`src/rtl/spu_consts.vh`:
```
// Constants for the serial port control block.
// Included by the design, checker and bench files; definitions, no logic.
`ifndef SPU_CONSTS_VH
`define SPU_CONSTS_VH
// Register indices; the APB byte address is four times the index
`define SPU_IDX_PWR 8'h87
`define SPU_IDX_SER 8'h98
// Register byte addresses (APB, one aligned word each)
`define SPU_ADDR_PWR 12'h21C
`define SPU_ADDR_SER 12'h260
`define SPU_ADDR_TXD 12'h300
`define SPU_ADDR_RXD 12'h304
`define SPU_ADDR_CFG 12'h308
`define SPU_ADDR_IST 12'h30C
`define SPU_ADDR_IMK 12'h310
// Reset values
`define SPU_PWR_RST 8'h10
`define SPU_SER_RST 8'h00
`define SPU_CFG_RST 4'h0
// Field positions in the serial control register
`define SPU_SER_B7 7
`define SPU_SER_MH 6
`define SPU_SER_MF 5
`define SPU_SER_REN 4
`define SPU_SER_TX9 3
`define SPU_SER_RX9 2
`define SPU_SER_TDONE 1
`define SPU_SER_RDONE 0
// Field positions in the power control register
`define SPU_PWR_DBL 7
`define SPU_PWR_FSEL 6
// Field positions in the configuration register
`define SPU_CFG_CLK12 0
`define SPU_CFG_TXT2 1
`define SPU_CFG_RXT2 2
// Interrupt status bits
`define SPU_IRQ_TX 0
`define SPU_IRQ_RX 1
`define SPU_IRQ_FE 2
// Oscillator divisors
`define SPU_DIV_M0_6 8'd6
`define SPU_DIV_M0_12 8'd12
`define SPU_DIV_M2_6_SLOW 8'd32
`define SPU_DIV_M2_6_FAST 8'd16
`define SPU_DIV_M2_12_SLOW 8'd64
`define SPU_DIV_M2_12_FAST 8'd32
// Oversampling of a bit time by baud ticks (timer overflows, or the fixed-rate tick in mode 2)
`define SPU_OVS_NORM 5'd16
`define SPU_OVS_DBL 5'd8
`define SPU_OVS_M2 5'd16
// Mode codes (mode_sel_low, mode_sel_high)
`define SPU_MODE0 2'b00
`define SPU_MODE1 2'b01
`define SPU_MODE2 2'b10
`define SPU_MODE3 2'b11
`endif

```
`src/rtl/spu_serial.v`:
```
// Serial port control: four-mode UART with APB registers and one interrupt.
// Assumes timer overflow pulses arrive on mclk_in and serial pins are asynchronous.
// What this block does
// - Two mode bits select one of four modes
// - Baud double bit doubles async mode rates
// - Function select makes bit 7 mode or error
// - Bad stop bit sets sticky frame error
// - Modes 2/3 filter: ninth bit and address
// - Mode 1 filter: need valid stop bit
// - Receive only while receive enable set
// - Modes 2/3 send written ninth bit
// - Ninth receive bit holds data, or stop with mode 1 filter off
// - Transmit done at bit 8 or stop start
// - Receive done at bit 8 or mid stop
// - Modes 1/3 clock from timer 1 or 2
`timescale 1ns/1ps
`default_nettype none
`include "spu_consts.vh"
module spu_serial #(
    parameter [7:0] OWN_ADDR = 8'h00,
    parameter [7:0] BCAST_ADDR = 8'hFF
) (
    // Clock and reset
    input wire mclk_in,
    input wire nrst_in,
    // APB slave
    input wire psel_in,
    input wire penable_in,
    input wire pwrite_in,
    input wire [11:0] paddr_in,
    input wire [31:0] pwdata_in,
    output reg [31:0] prdata_out,
    output wire pready_out,
    output wire pslverr_out,
    // Baud sources
    input wire t1_ovf_in,
    input wire t2_ovf_in,
    // Serial line
    input wire rxd_in,
    output reg txd_out,
    output reg rxd_out,
    output reg rxd_oe_out,
    // Interrupt
    output wire irq_out
);
    localparam ST_IDLE = 1'b0;
    localparam ST_RUN = 1'b1;
    reg [7:0] pwr_reg;
    reg [7:0] ser_reg;
    reg fe_reg;
    reg [3:0] cfg_reg;
    reg [2:0] ist_reg;
    reg [2:0] imk_reg;
    reg [7:0] rxbuf_reg;
    reg [7:0] txd_buf;
    reg [2:0] rx_sync_reg;
    reg rx_line_reg;
    wire [1:0] mode = {ser_reg[`SPU_SER_B7], ser_reg[`SPU_SER_MH]};
    wire dbl = pwr_reg[`SPU_PWR_DBL];
    wire clk12 = cfg_reg[`SPU_CFG_CLK12];
    wire wr = psel_in & penable_in & pwrite_in;
    // Pin synchroniser: change taken once stages two and three agree
    always @(posedge mclk_in or negedge nrst_in) begin
        if (!nrst_in) begin
            rx_sync_reg <= 3'b111;
            rx_line_reg <= 1'b1;
        end else begin
            rx_sync_reg <= {rx_sync_reg[1:0], rxd_in};
            if (rx_sync_reg[2] == rx_sync_reg[1]) begin
                rx_line_reg <= rx_sync_reg[2];
            end
        end
    end
    // Fixed-rate tick for modes 0 and 2
    reg [7:0] fdiv_reg;
    reg [7:0] fdiv_lim;
    always @* begin
        if (mode == `SPU_MODE0) begin
            fdiv_lim = clk12 ? `SPU_DIV_M0_12 : `SPU_DIV_M0_6;
        end else if (dbl) begin
            fdiv_lim = clk12 ? `SPU_DIV_M2_12_FAST : `SPU_DIV_M2_6_FAST;
        end else begin
            fdiv_lim = clk12 ? `SPU_DIV_M2_12_SLOW : `SPU_DIV_M2_6_SLOW;
        end
    end
    // Mode 0 ticks each half bit, as the shift clock toggles once per tick
    // Mode 2 ticks run 16 per bit, so the oscillator divisor is split by 16
    wire [7:0] fdiv_top = (mode == `SPU_MODE0) ? (fdiv_lim >> 1) - 8'd1 :
                          (fdiv_lim >> 4) - 8'd1;
    wire ftick = (fdiv_reg >= fdiv_top);
    always @(posedge mclk_in or negedge nrst_in) begin
        if (!nrst_in) begin
            fdiv_reg <= 8'h00;
        end else begin
            fdiv_reg <= ftick ? 8'h00 : fdiv_reg + 8'd1;
        end
    end
    // Oversample ticks per bit: doubling halves this in modes 1 and 3
    wire [4:0] ovs = (mode == `SPU_MODE2) ? `SPU_OVS_M2 : (dbl ? `SPU_OVS_DBL : `SPU_OVS_NORM);
    wire tx_tick = (mode == `SPU_MODE2) ? ftick :
                   (cfg_reg[`SPU_CFG_TXT2] ? t2_ovf_in : t1_ovf_in);
    wire rx_tick = (mode == `SPU_MODE2) ? ftick :
                   (cfg_reg[`SPU_CFG_RXT2] ? t2_ovf_in : t1_ovf_in);
    // Transmitter
    reg tx_st_reg;
    reg [10:0] tx_sh_reg;
    reg [3:0] tx_cnt_reg;
    reg [4:0] tx_ph_reg;
    reg tx_go_reg;
    reg tx_set;
    wire nine = mode[1];
    always @(posedge mclk_in or negedge nrst_in) begin
        if (!nrst_in) begin
            tx_st_reg <= ST_IDLE;
            tx_sh_reg <= 11'h7FF;
            tx_cnt_reg <= 4'h0;
            tx_ph_reg <= 5'h00;
            txd_out <= 1'b1;
            tx_set <= 1'b0;
            rxd_out <= 1'b1;
            rxd_oe_out <= 1'b0;
        end else begin
            tx_set <= 1'b0;
            case (tx_st_reg)
                ST_IDLE: begin
                    txd_out <= 1'b1;
                    rxd_oe_out <= 1'b0;
                    if (tx_go_reg) begin
                        tx_st_reg <= ST_RUN;
                        tx_ph_reg <= 5'h00;
                        tx_cnt_reg <= 4'h0;
                        if (mode == `SPU_MODE0) begin
                            tx_sh_reg <= {3'b111, txd_buf};
                            rxd_oe_out <= 1'b1;
                            rxd_out <= txd_buf[0];
                        end else begin
                            // Start, data lsb first, ninth bit, stop
                            tx_sh_reg <= {1'b1, nine ? ser_reg[`SPU_SER_TX9] : 1'b1, txd_buf, 1'b0};
                        end
                    end
                end
                default: begin
                    if (mode == `SPU_MODE0) begin
                        // Shift clock on txd: low half then high half of each bit
                        if (ftick) begin
                            txd_out <= ~txd_out;
                            if (txd_out == 1'b0) begin
                                tx_cnt_reg <= tx_cnt_reg + 4'd1;
                                tx_sh_reg <= {1'b1, tx_sh_reg[10:1]};
                                rxd_out <= tx_sh_reg[1];
                                if (tx_cnt_reg == 4'd7) begin
                                    tx_set <= 1'b1;
                                    tx_st_reg <= ST_IDLE;
                                end
                            end
                        end
                    end else begin
                        txd_out <= tx_sh_reg[0];
                        if (tx_tick) begin
                            tx_ph_reg <= tx_ph_reg + 5'd1;
                            if (tx_ph_reg == ovs - 5'd1) begin
                                tx_ph_reg <= 5'h00;
                                tx_sh_reg <= {1'b1, tx_sh_reg[10:1]};
                                tx_cnt_reg <= tx_cnt_reg + 4'd1;
                                // Flag as the stop bit begins
                                if (tx_cnt_reg == (nine ? 4'd9 : 4'd8)) begin
                                    tx_set <= 1'b1;
                                end
                                if (tx_cnt_reg == (nine ? 4'd10 : 4'd9)) begin
                                    tx_st_reg <= ST_IDLE;
                                end
                            end
                        end
                    end
                end
            endcase
        end
    end
    // Receiver
    reg rx_st_reg;
    reg [9:0] rx_sh_reg;
    reg [3:0] rx_cnt_reg;
    reg [4:0] rx_ph_reg;
    reg rx_set;
    reg fe_set;
    reg rx9_val;
    reg rx9_upd;
    wire rx_addr_ok = (rx_sh_reg[8:1] == OWN_ADDR) || (rx_sh_reg[8:1] == BCAST_ADDR);
    always @(posedge mclk_in or negedge nrst_in) begin
        if (!nrst_in) begin
            rx_st_reg <= ST_IDLE;
            rx_sh_reg <= 10'h000;
            rx_cnt_reg <= 4'h0;
            rx_ph_reg <= 5'h00;
            rx_set <= 1'b0;
            fe_set <= 1'b0;
            rx9_val <= 1'b0;
            rx9_upd <= 1'b0;
            rxbuf_reg <= 8'h00;
        end else begin
            rx_set <= 1'b0;
            fe_set <= 1'b0;
            rx9_upd <= 1'b0;
            if (!ser_reg[`SPU_SER_REN]) begin
                rx_st_reg <= ST_IDLE;
            end else if (rx_st_reg == ST_IDLE) begin
                // Mode 0 waits for a receive-done clear before sampling, as is usual
                if ((mode != `SPU_MODE0 && !rx_line_reg) ||
                    (mode == `SPU_MODE0 && !ser_reg[`SPU_SER_RDONE])) begin
                    rx_st_reg <= ST_RUN;
                    rx_ph_reg <= 5'h00;
                    rx_cnt_reg <= 4'h0;
                end
            end else if (mode == `SPU_MODE0) begin
                if (ftick && txd_out == 1'b1 && tx_st_reg == ST_IDLE) begin
                    rx_sh_reg <= {rx_line_reg, rx_sh_reg[9:1]};
                    rx_cnt_reg <= rx_cnt_reg + 4'd1;
                    if (rx_cnt_reg == 4'd7) begin
                        rxbuf_reg <= {rx_line_reg, rx_sh_reg[9:3]};
                        rx_set <= 1'b1;
                        rx_st_reg <= ST_IDLE;
                    end
                end
            end else if (rx_tick) begin
                rx_ph_reg <= rx_ph_reg + 5'd1;
                if (rx_ph_reg == (ovs >> 1)) begin
                    // Sample at mid bit
                    if (rx_cnt_reg == 4'd0 && rx_line_reg) begin
                        rx_st_reg <= ST_IDLE;
                    end else if (rx_cnt_reg == (nine ? 4'd10 : 4'd9)) begin
                        rx_st_reg <= ST_IDLE;
                        fe_set <= ~rx_line_reg;
                        if (!ser_reg[`SPU_SER_RDONE]) begin
                            if (nine) begin
                                if (!ser_reg[`SPU_SER_MF] || (rx_sh_reg[9] && rx_addr_ok)) begin
                                    rx_set <= 1'b1;
                                    rxbuf_reg <= rx_sh_reg[8:1];
                                    rx9_val <= rx_sh_reg[9];
                                    rx9_upd <= 1'b1;
                                end
                            end else if (!ser_reg[`SPU_SER_MF] || rx_line_reg) begin
                                rx_set <= 1'b1;
                                rxbuf_reg <= rx_sh_reg[9:2];
                                rx9_val <= rx_line_reg;
                                rx9_upd <= ~ser_reg[`SPU_SER_MF];
                            end
                        end
                    end else begin
                        rx_sh_reg <= {rx_line_reg, rx_sh_reg[9:1]};
                        rx_cnt_reg <= rx_cnt_reg + 4'd1;
                    end
                end
                if (rx_ph_reg == ovs - 5'd1) begin
                    rx_ph_reg <= 5'h00;
                end
            end
        end
    end
    // Registers; hardware sets win over software clears
    wire hit_ser = wr && paddr_in == `SPU_ADDR_SER;
    wire hit_pwr = wr && paddr_in == `SPU_ADDR_PWR;
    wire fsel = pwr_reg[`SPU_PWR_FSEL];
    always @(posedge mclk_in or negedge nrst_in) begin
        if (!nrst_in) begin
            pwr_reg <= `SPU_PWR_RST;
            ser_reg <= `SPU_SER_RST;
            fe_reg <= 1'b0;
            cfg_reg <= `SPU_CFG_RST;
            ist_reg <= 3'b000;
            imk_reg <= 3'b000;
            txd_buf <= 8'h00;
            tx_go_reg <= 1'b0;
        end else begin
            tx_go_reg <= 1'b0;
            if (hit_pwr) begin
                pwr_reg <= pwdata_in[7:0];
            end
            if (hit_ser) begin
                ser_reg[6:0] <= pwdata_in[6:0];
                if (fsel) begin
                    fe_reg <= pwdata_in[`SPU_SER_B7];
                end else begin
                    ser_reg[`SPU_SER_B7] <= pwdata_in[`SPU_SER_B7];
                end
            end
            if (wr && paddr_in == `SPU_ADDR_TXD && tx_st_reg == ST_IDLE) begin
                txd_buf <= pwdata_in[7:0];
                tx_go_reg <= 1'b1;
            end
            if (wr && paddr_in == `SPU_ADDR_CFG) begin
                cfg_reg <= pwdata_in[3:0];
            end
            if (wr && paddr_in == `SPU_ADDR_IMK) begin
                imk_reg <= pwdata_in[2:0];
            end
            if (wr && paddr_in == `SPU_ADDR_IST) begin
                ist_reg <= (ist_reg & ~pwdata_in[2:0]) | {fe_set, rx_set, tx_set};
            end else begin
                ist_reg <= ist_reg | {fe_set, rx_set, tx_set};
            end
            if (tx_set) begin
                ser_reg[`SPU_SER_TDONE] <= 1'b1;
            end
            if (rx_set) begin
                ser_reg[`SPU_SER_RDONE] <= 1'b1;
            end
            if (rx9_upd) begin
                ser_reg[`SPU_SER_RX9] <= rx9_val;
            end
            if (fe_set) begin
                fe_reg <= 1'b1;
            end
        end
    end
    assign irq_out = |(ist_reg & imk_reg);
    assign pready_out = 1'b1;
    assign pslverr_out = 1'b0;
    // Read word is captured in the setup cycle, so it stands through the access
    reg [31:0] rd_word;
    always @* begin
        rd_word = 32'h0000_0000;
        if (paddr_in == `SPU_ADDR_PWR) begin
            rd_word = {24'h00_0000, pwr_reg};
        end else if (paddr_in == `SPU_ADDR_SER) begin
            rd_word = {24'h00_0000, fsel ? fe_reg : ser_reg[`SPU_SER_B7], ser_reg[6:0]};
        end else if (paddr_in == `SPU_ADDR_RXD) begin
            rd_word = {24'h00_0000, rxbuf_reg};
        end else if (paddr_in == `SPU_ADDR_CFG) begin
            rd_word = {28'h000_0000, cfg_reg};
        end else if (paddr_in == `SPU_ADDR_IST) begin
            rd_word = {29'h0000_0000, ist_reg};
        end else if (paddr_in == `SPU_ADDR_IMK) begin
            rd_word = {29'h0000_0000, imk_reg};
        end
    end
    always @(posedge mclk_in or negedge nrst_in) begin
        if (!nrst_in) begin
            prdata_out <= 32'h0000_0000;
        end else if (psel_in && !penable_in) begin
            prdata_out <= rd_word;
        end
    end
endmodule
`default_nettype wire

```
`config.mk`:
```
export PLATFORM = sky130hd
export DESIGN_NAME = spu_serial
export DESIGN_NICKNAME = d
export VERILOG_FILES = /design/src/rtl/spu_serial.v
export VERILOG_INCLUDE_DIRS = /design/src /design/src/rtl
export SDC_FILE = /design/constraint.sdc
export NUM_CORES = 1
export LEC_CHECK = 0
export ABC_AREA = 1
export BUFFER_PORTS_ARGS = -buffer_cell sky130_fd_sc_hd__buf_2
export CAP_MARGIN = 20
export CORE_MARGIN = 10
export CORE_UTILIZATION = 45
export CTS_CLUSTER_SIZE = 12
export DETAILED_ROUTE_END_ITERATION = 7
export HOLD_SLACK_MARGIN = 0.03
export PLACE_DENSITY_LB_ADDON = 0.08
export SLEW_MARGIN = 10
export SYNTH_ARGS = -nofsm -noshare
export SYNTH_HDL_FRONTEND = slang
export SYNTH_SLANG_ARGS = --single-unit
```
`constraint.sdc`:
```
create_clock -name mclk_in -period 4.6 [get_ports mclk_in]
set_input_delay 0 -clock mclk_in [delete_from_list [all_inputs] [get_ports mclk_in]]
set_output_delay 0 -clock mclk_in [all_outputs]
set_load 0.02 [all_outputs]
```
=== After elaboration in Yosys (flattened, before gate mapping) ===
Index checks and enable logic that the tools add are counted.

* Eq/ne operators: 40
* Magnitude comparators: 1
* Bitwise operators: 15
* $add $sub $neg: 8
* Muxes and demuxes: 153
* Reduce and logical (&&, ||, !) cells: 49

{| class="wikitable"
|+ Operators with widths
! kind !! count
|-
| $mux W8 || 17
|-
| $mux W1 || 85
|-
| $eq A12 B10 Y1 const B || 7
|-
| $mux W11 || 7
|-
| $mux W10 || 7
|-
| $mux W4 || 17
|-
| $mux W5 || 12
|-
| $reduce_bool A2 Y1 || 12
|-
| $ne A2 B2 Y1 const B || 8
|-
| $logic_and A1 B1 Y1 || 14
|-
| $mux W7 || 2
|-
| $reduce_and A7 Y1 || 2
|-
| $eq A4 B4 Y1 || 3
|-
| $mux W3 || 4
|-
| $ne A3 B3 Y1 const B || 4
|-
| $reduce_and A11 Y1 || 1
|-
| $add A5 B1 Y5 const B || 2
|-
| $eq A5 B5 Y1 || 2
|-
| $reduce_and A10 Y1 || 1
|-
| $ne A3 B1 Y1 const B || 3
|-
| $ne A3 B2 Y1 const B || 3
|-
| $add A4 B1 Y4 const B || 2
|-
| $add A8 B1 Y8 const B || 1
|-
| $eq A4 B3 Y1 const B || 2
|-
| other kinds (27) || 48
|}

* Output and inout port bits: 38
* Flip-flop bits (word level): 137

=== Longest topological paths before layout ===
* Depth after elaboration: 14
* Depth in mapped cells: 25
* Gate-level depth less buffers: 23

=== Worst setup path after synthesis ===
OpenSTA, ideal clock, no wires.

* Kind: register to register
* Start point: register ser_reg[7]
* End point: register tx_cnt_reg[2]
* Period minus slack after synthesis: 3.207 ns
* Path slack: 1.393 ns
* Cell stages (with the launch flop): 23
* Library setup time: 0.117 ns
* Arrival time: 3.090 ns
* Path buffers: 4
* Required time: 4.483 ns
* Cells stage by stage: dfrtp_1 -> buf_6 -> nor2_8 -> inv_4 -> buf_2 -> clkbuf_1 -> nand2_1 -> ha_1 -> ha_1 -> nand2_1 -> inv_1 -> a31oi_1 -> ha_1 -> a21oi_1 -> o21a_1 -> nand2_2 -> nand2_1 -> nand2_1 -> nand2_2 -> nand2_4 -> buf_2 -> nand3_1 -> nand2_1

* Cells in the longest elaborated chain, start to end: 8
* Elaborated cells on any way between the ends: 18

{| class="wikitable"
|+ RTL lines
! item !! RTL line !! source
|-
| start: declaration || spu_serial.v:49 || <nowiki>reg [7:0] ser_reg;</nowiki>
|-
| start signal: assignment || spu_serial.v:266 || <nowiki>ser_reg <= `SPU_SER_RST;</nowiki>
|-
| start signal: indexed assignment || spu_serial.v:283 || <nowiki>ser_reg[`SPU_SER_B7] <= pwdata_in[`SPU_SER_B7];</nowiki>
|-
| start signal: indexed assignment || spu_serial.v:308 || <nowiki>ser_reg[`SPU_SER_RX9] <= rx9_val;</nowiki>
|-
| $logic_not A2 Y1 (no line) || -- ||
|-
| $mux W8 || spu_serial.v:78 || <nowiki>if (mode == `SPU_MODE0) begin</nowiki>
|-
| $sub A7 B1 Y8 or $sub A4 B1 Y5 (tied branches) || spu_serial.v:88, spu_serial.v:89 ||
|-
| $mux W8 || spu_serial.v:88 || <nowiki>wire [7:0] fdiv_top = (mode == `SPU_MODE0) ? (fdiv_lim >> 1) - 8'd1 :</nowiki>
|-
| $ge A8 B8 Y1 || spu_serial.v:90 || <nowiki>wire ftick = (fdiv_reg >= fdiv_top);</nowiki>
|-
| $mux W1 || spu_serial.v:100 || <nowiki>wire tx_tick = (mode == `SPU_MODE2) ? ftick :</nowiki>
|-
| $ne A3 B2 Y1 (no line) || -- ||
|-
| $reduce_and A5 Y1 (no line) || -- ||
|-
| end signal: assignment || spu_serial.v:148 || <nowiki>tx_cnt_reg <= tx_cnt_reg + 4'd1;</nowiki>
|-
| end signal: assignment || spu_serial.v:164 || <nowiki>tx_cnt_reg <= tx_cnt_reg + 4'd1;</nowiki>
|-
| end: declaration || spu_serial.v:107 || <nowiki>reg [3:0] tx_cnt_reg;</nowiki>
|}

Parallel ways exist; a longest one is shown, timed or not.
A chain may end at the register's enable or synchronous reset.

=== Final worst setup path ===
* Start point: register ser_reg[6]
* End point: register rx_sh_reg[7]

* Cells in the longest elaborated chain, start to end: 9
* Elaborated cells on any way between the ends: 19

{| class="wikitable"
|+ RTL lines
! item !! RTL line !! source
|-
| start signal: assignment || spu_serial.v:266 ||
|-
| start signal: assignment || spu_serial.v:279 || <nowiki>ser_reg[6:0] <= pwdata_in[6:0];</nowiki>
|-
| start signal: indexed assignment || spu_serial.v:283 ||
|-
| $logic_not A2 Y1 (no line) || -- ||
|-
| $mux W8 || spu_serial.v:78 ||
|-
| $sub A7 B1 Y8 or $sub A4 B1 Y5 (tied branches) || spu_serial.v:88, spu_serial.v:89 ||
|-
| $mux W8 || spu_serial.v:88 ||
|-
| $ge A8 B8 Y1 || spu_serial.v:90 ||
|-
| $logic_and A1 B1 Y1 (2 in series) || spu_serial.v:215 || <nowiki>if (ftick && txd_out == 1'b1 && tx_st_reg == ST_IDLE) begin</nowiki>
|-
| $ne A2 B1 Y1 (no line) || -- ||
|-
| $reduce_and A7 Y1 (no line) || -- ||
|-
| end signal: assignment || spu_serial.v:216 || <nowiki>rx_sh_reg <= {rx_line_reg, rx_sh_reg[9:1]};</nowiki>
|-
| end signal: assignment || spu_serial.v:249 || <nowiki>rx_sh_reg <= {rx_line_reg, rx_sh_reg[9:1]};</nowiki>
|-
| end: declaration || spu_serial.v:181 || <nowiki>reg [9:0] rx_sh_reg;</nowiki>
|}

Parallel ways exist; a longest one is shown, timed or not.

==> metrics.md <==
| Metric | Value |
|---|---|
| 1st-iter DRT viols | 343 |
| Crit Path Category | reg -> reg |
| Leakage | 3.59 nW |
| CP endpoint kind | flop |
| DRT Pass-1 Iters | 7 |
| Final setup TNS | 0 ns |
| HPWL after DPL | 11500 um |
| Post-Route WL | 15700 um |
| CTS resizes | 0 |
| RR Startpoint | ser_reg[6] |
| Overall Power | 2.39 mW |
| Worst-Skew Late Latency | 0.36 ns |
| Ant diodes | 0 |
| Vias in the first global route | 5167 |
| Number of max-cap violations | 0 |
| Crit share post-route | 79.2% |
| Root Buffer | clkbuf_16 |
| Peak VDD IR | 0.000186 V |
| Synth warnings | 0 |
| Mapped Area | 6530 um2 |
| Slew HR | 44.1% |
| # hold bufs at CTS | 12 |
| Die Width | 140 um |
| CORE AREA | 14000 um2 |
| Synth Register Bits | 111 |
| DR WL/cell | 14.5 um |
| Largest net degree at the start of global routing | 66 |
| Share of cells above drive strength 1 | 12.7% |
| CTS buffer count | 9 |
| GRT Util Overall | 15.8% |
| RePlAce Congestion | 0.873 |
| Starting density of the core | 46.5% |
| Post-detailed-route count of antenna-violating nets | 0 |
| Final Non-Filler Cells | 1081 |
| Reg2Reg Depth | 20 |
| Max Freq | 274 MHz |
| Synthesized area per cell | 7.64 um2 |
| Status | finished, final reports clean |
| Top cells by area, synth | dfrtp_1 36%, nand2_1 14%, dfstp_2 6.8%, inv_1 5.2%, nand3_1 5.1% |
| RSZ-0062 raised after global routing | no |
| Initial antenna violation count | 0 |
| Remaining DRCs | 0 |
| Most frequent cells after synthesis | 241 x nand2_1, 94 x dfrtp_1, 90 x inv_1 |
| Die H | 140 um |
| Top-area cell type share of the netlist area | 36.0% |
| Clock-pin slew of the registers on the worst-case setup and hold paths | 0.08 ns |
| Crit path from | ser_reg[6] |
| Placed cell count | 1053 |
| Netlist cell types | 50 |
| Number of buffers on the longest clock path | 2 |
| CP Launch Type | flop |
| Critical Path RT | 4.84 ns |
| Top-level I/O count | 90 |
| Mapped Cells | 855 |
| Via count | 5489 |
| CTS tree | yes |
| Fin crit period | 3.64 ns |
| PortBufs | 39 |
| Fin Clk Skew | 0.0115 ns |
| Total gr overflow | 0 |
| Hold Path Class | in -> reg |
| Max FFs per register | 10 |
| Post-synth EDFFs | 0 |
| Final Hold Viols | 0 |
| H-Tree Depth | 3 |
| R2R setup slack | 0.96 ns |
| Vias per inst | 5.08 |
| Placement Rows | 43 |
| Reg2reg end | rx_sh_reg[7] |
| Final setup violating endpoints | 0 |
| Least-Margin Pin Slew | 0.835 ns |
| WP data arrival | 3.89 ns |
| Synth async-reset ratio | 100% |
| Area Growth Syn to Fin | 10.1% |
| Sequential area share after synthesis | 42.9% |
| Pwr dens | 333 nW/um2 |
| Crit path max fanout | 29 |
| Max-slew violation count | 0 |
| Cell taking the most area after synthesis | dfrtp_1 |
| Setup repair bufs after CTS | 0 |
| First-pass GRT wire length | 25800 um |
| Worst Setup EP | rx_sh_reg[7] |
| Sink Count | 111 |
| Die area | 19700 um2 |
| Nets | 968 |
| Top_reg_cell synth | dfrtp_1 |
| Count leader, synth | nand2_1 |
-- logic make-up (layout without fill, tap and decap cells) --
logic type               Yosys count  after routing  share of synthesized area, %
adder cells (fa/ha/maj)           21             21                          3.99
buffers and inverters            148            170                          10.7
multiplexers                       2              2                         0.345
XOR/XNOR                           6              6                         0.805
AND/OR/NAND/NOR                  437            437                          30.1
AO/OA/AOI/OAI                    128            128                          11.1
other                              2             26                         0.115
flip-flops                       111            111                          42.9
-- per-stage QoR --
stage | cell area [um2] | worst slack [ns] | utilization [%] | hold slack [ns]
2_1_floorplan | 6620 | 1.39 | - | -0.296
3_3_place_gp | 6750 | 1.06 | 48.1 | 0.108
3_5_place_dp | 6750 | 1.01 | 48.1 | 0.109
4_1_cts | 7190 | 0.962 | 51.2 | 0.113
5_1_grt | 7190 | 0.718 | 51.2 | 0.128
6_report | 7190 | 0.957 | 51.2 | 0.113
-- layer usage --
metal / routed length, um / vias to the layer above / track usage [%]
met3: 874 / 15 / 3.85
met2: 7310 / 114 / 25.0
met5: 0 / - / 0
met1: 7320 / 2555 / 20.8
li1: - / 2805 / -
met4: 212 / 0 / 4.73
-- placed cells by master, fill, tap and decap left out, types with 2 or more instances in the layout --
| master | count |
|---|---|
| nor2_1 | 68 |
| o211ai_1 | 8 |
| clkinv_2 | 2 |
| inv_1 | 90 |
| buf_2 | 38 |
| or3_1 | 2 |
| nor2_2 | 6 |
| mux2_1 | 2 |
| dfrtp_1 | 94 |
| nand3_1 | 67 |
| ha_1 | 20 |
| xor2_1 | 6 |
| clkbuf_8 | 3 |
| o21ai_0 | 60 |
| o2111ai_1 | 2 |
| nand3_2 | 4 |
| a22oi_1 | 2 |
| nand2_1 | 241 |
| a31oi_1 | 3 |
| conb_1 | 26 |
| dlygate4sd3_1 | 12 |
| nor3b_1 | 4 |
| o21a_1 | 3 |
| a21oi_1 | 21 |
| nand2_2 | 6 |
| nand4_1 | 17 |
| nand2_4 | 5 |
| buf_4 | 5 |
| o21ai_1 | 19 |
| inv_2 | 6 |
| nand3b_1 | 3 |
| nor3_1 | 8 |
| dfstp_2 | 17 |
| clkbuf_16 | 9 |
| o22ai_1 | 4 |
-- final cells by class --
cell class | instances | area [um2]
repair buffers | 55 | 348
inverters | 99 | 379
fillers | 1366 | 6850
clock buffers | 12 | 267
well taps | 180 | 225
clock inverters | 4 | 51.3
flip-flops and latches | 111 | 2800
multi-input cells | 620 | 3120
-- critical path: stages, from the launching register on --
cell and delay, ns:
dfrtp_1 0.46, nor2_8 0.12, buf_4 0.34, nor2_1 0.10, inv_1 0.09, ha_1 0.18
ha_1 0.18, nand2_1 0.09, inv_1 0.08, a31oi_1 0.04, ha_1 0.31, a21oi_1 0.07
o21a_1 0.19, nand2_2 0.26, nand2_1 0.20, nand3_1 0.13, nand2_1 0.07, inv_2 0.30
nand2_4 0.14, nand2_1 0.09, nand2_1 0.06
-- power by group --
part	internal, mW	switching [mW]
combinational	0.155	0.273
clock	0.469	0.358
sequential	1.05	0.0867
-- worst min path at each step --
stage	startpoint	to	slack (ns)	cells past startpoint
finish	pwrite_in	tx_go_reg	0.11	3
floorplan	nrst_in	cfg_reg[0]	-0.30	0
global route	pwrite_in	tx_go_reg	0.13	3
CTS	t2_ovf_in	tx_ph_reg[1]	0.11	5
global placement	rxd_in	rx_sync_reg[0]	0.11	1
detailed placement	rxd_in	rx_sync_reg[0]	0.11	1
(Power assumes the default switching activity.)
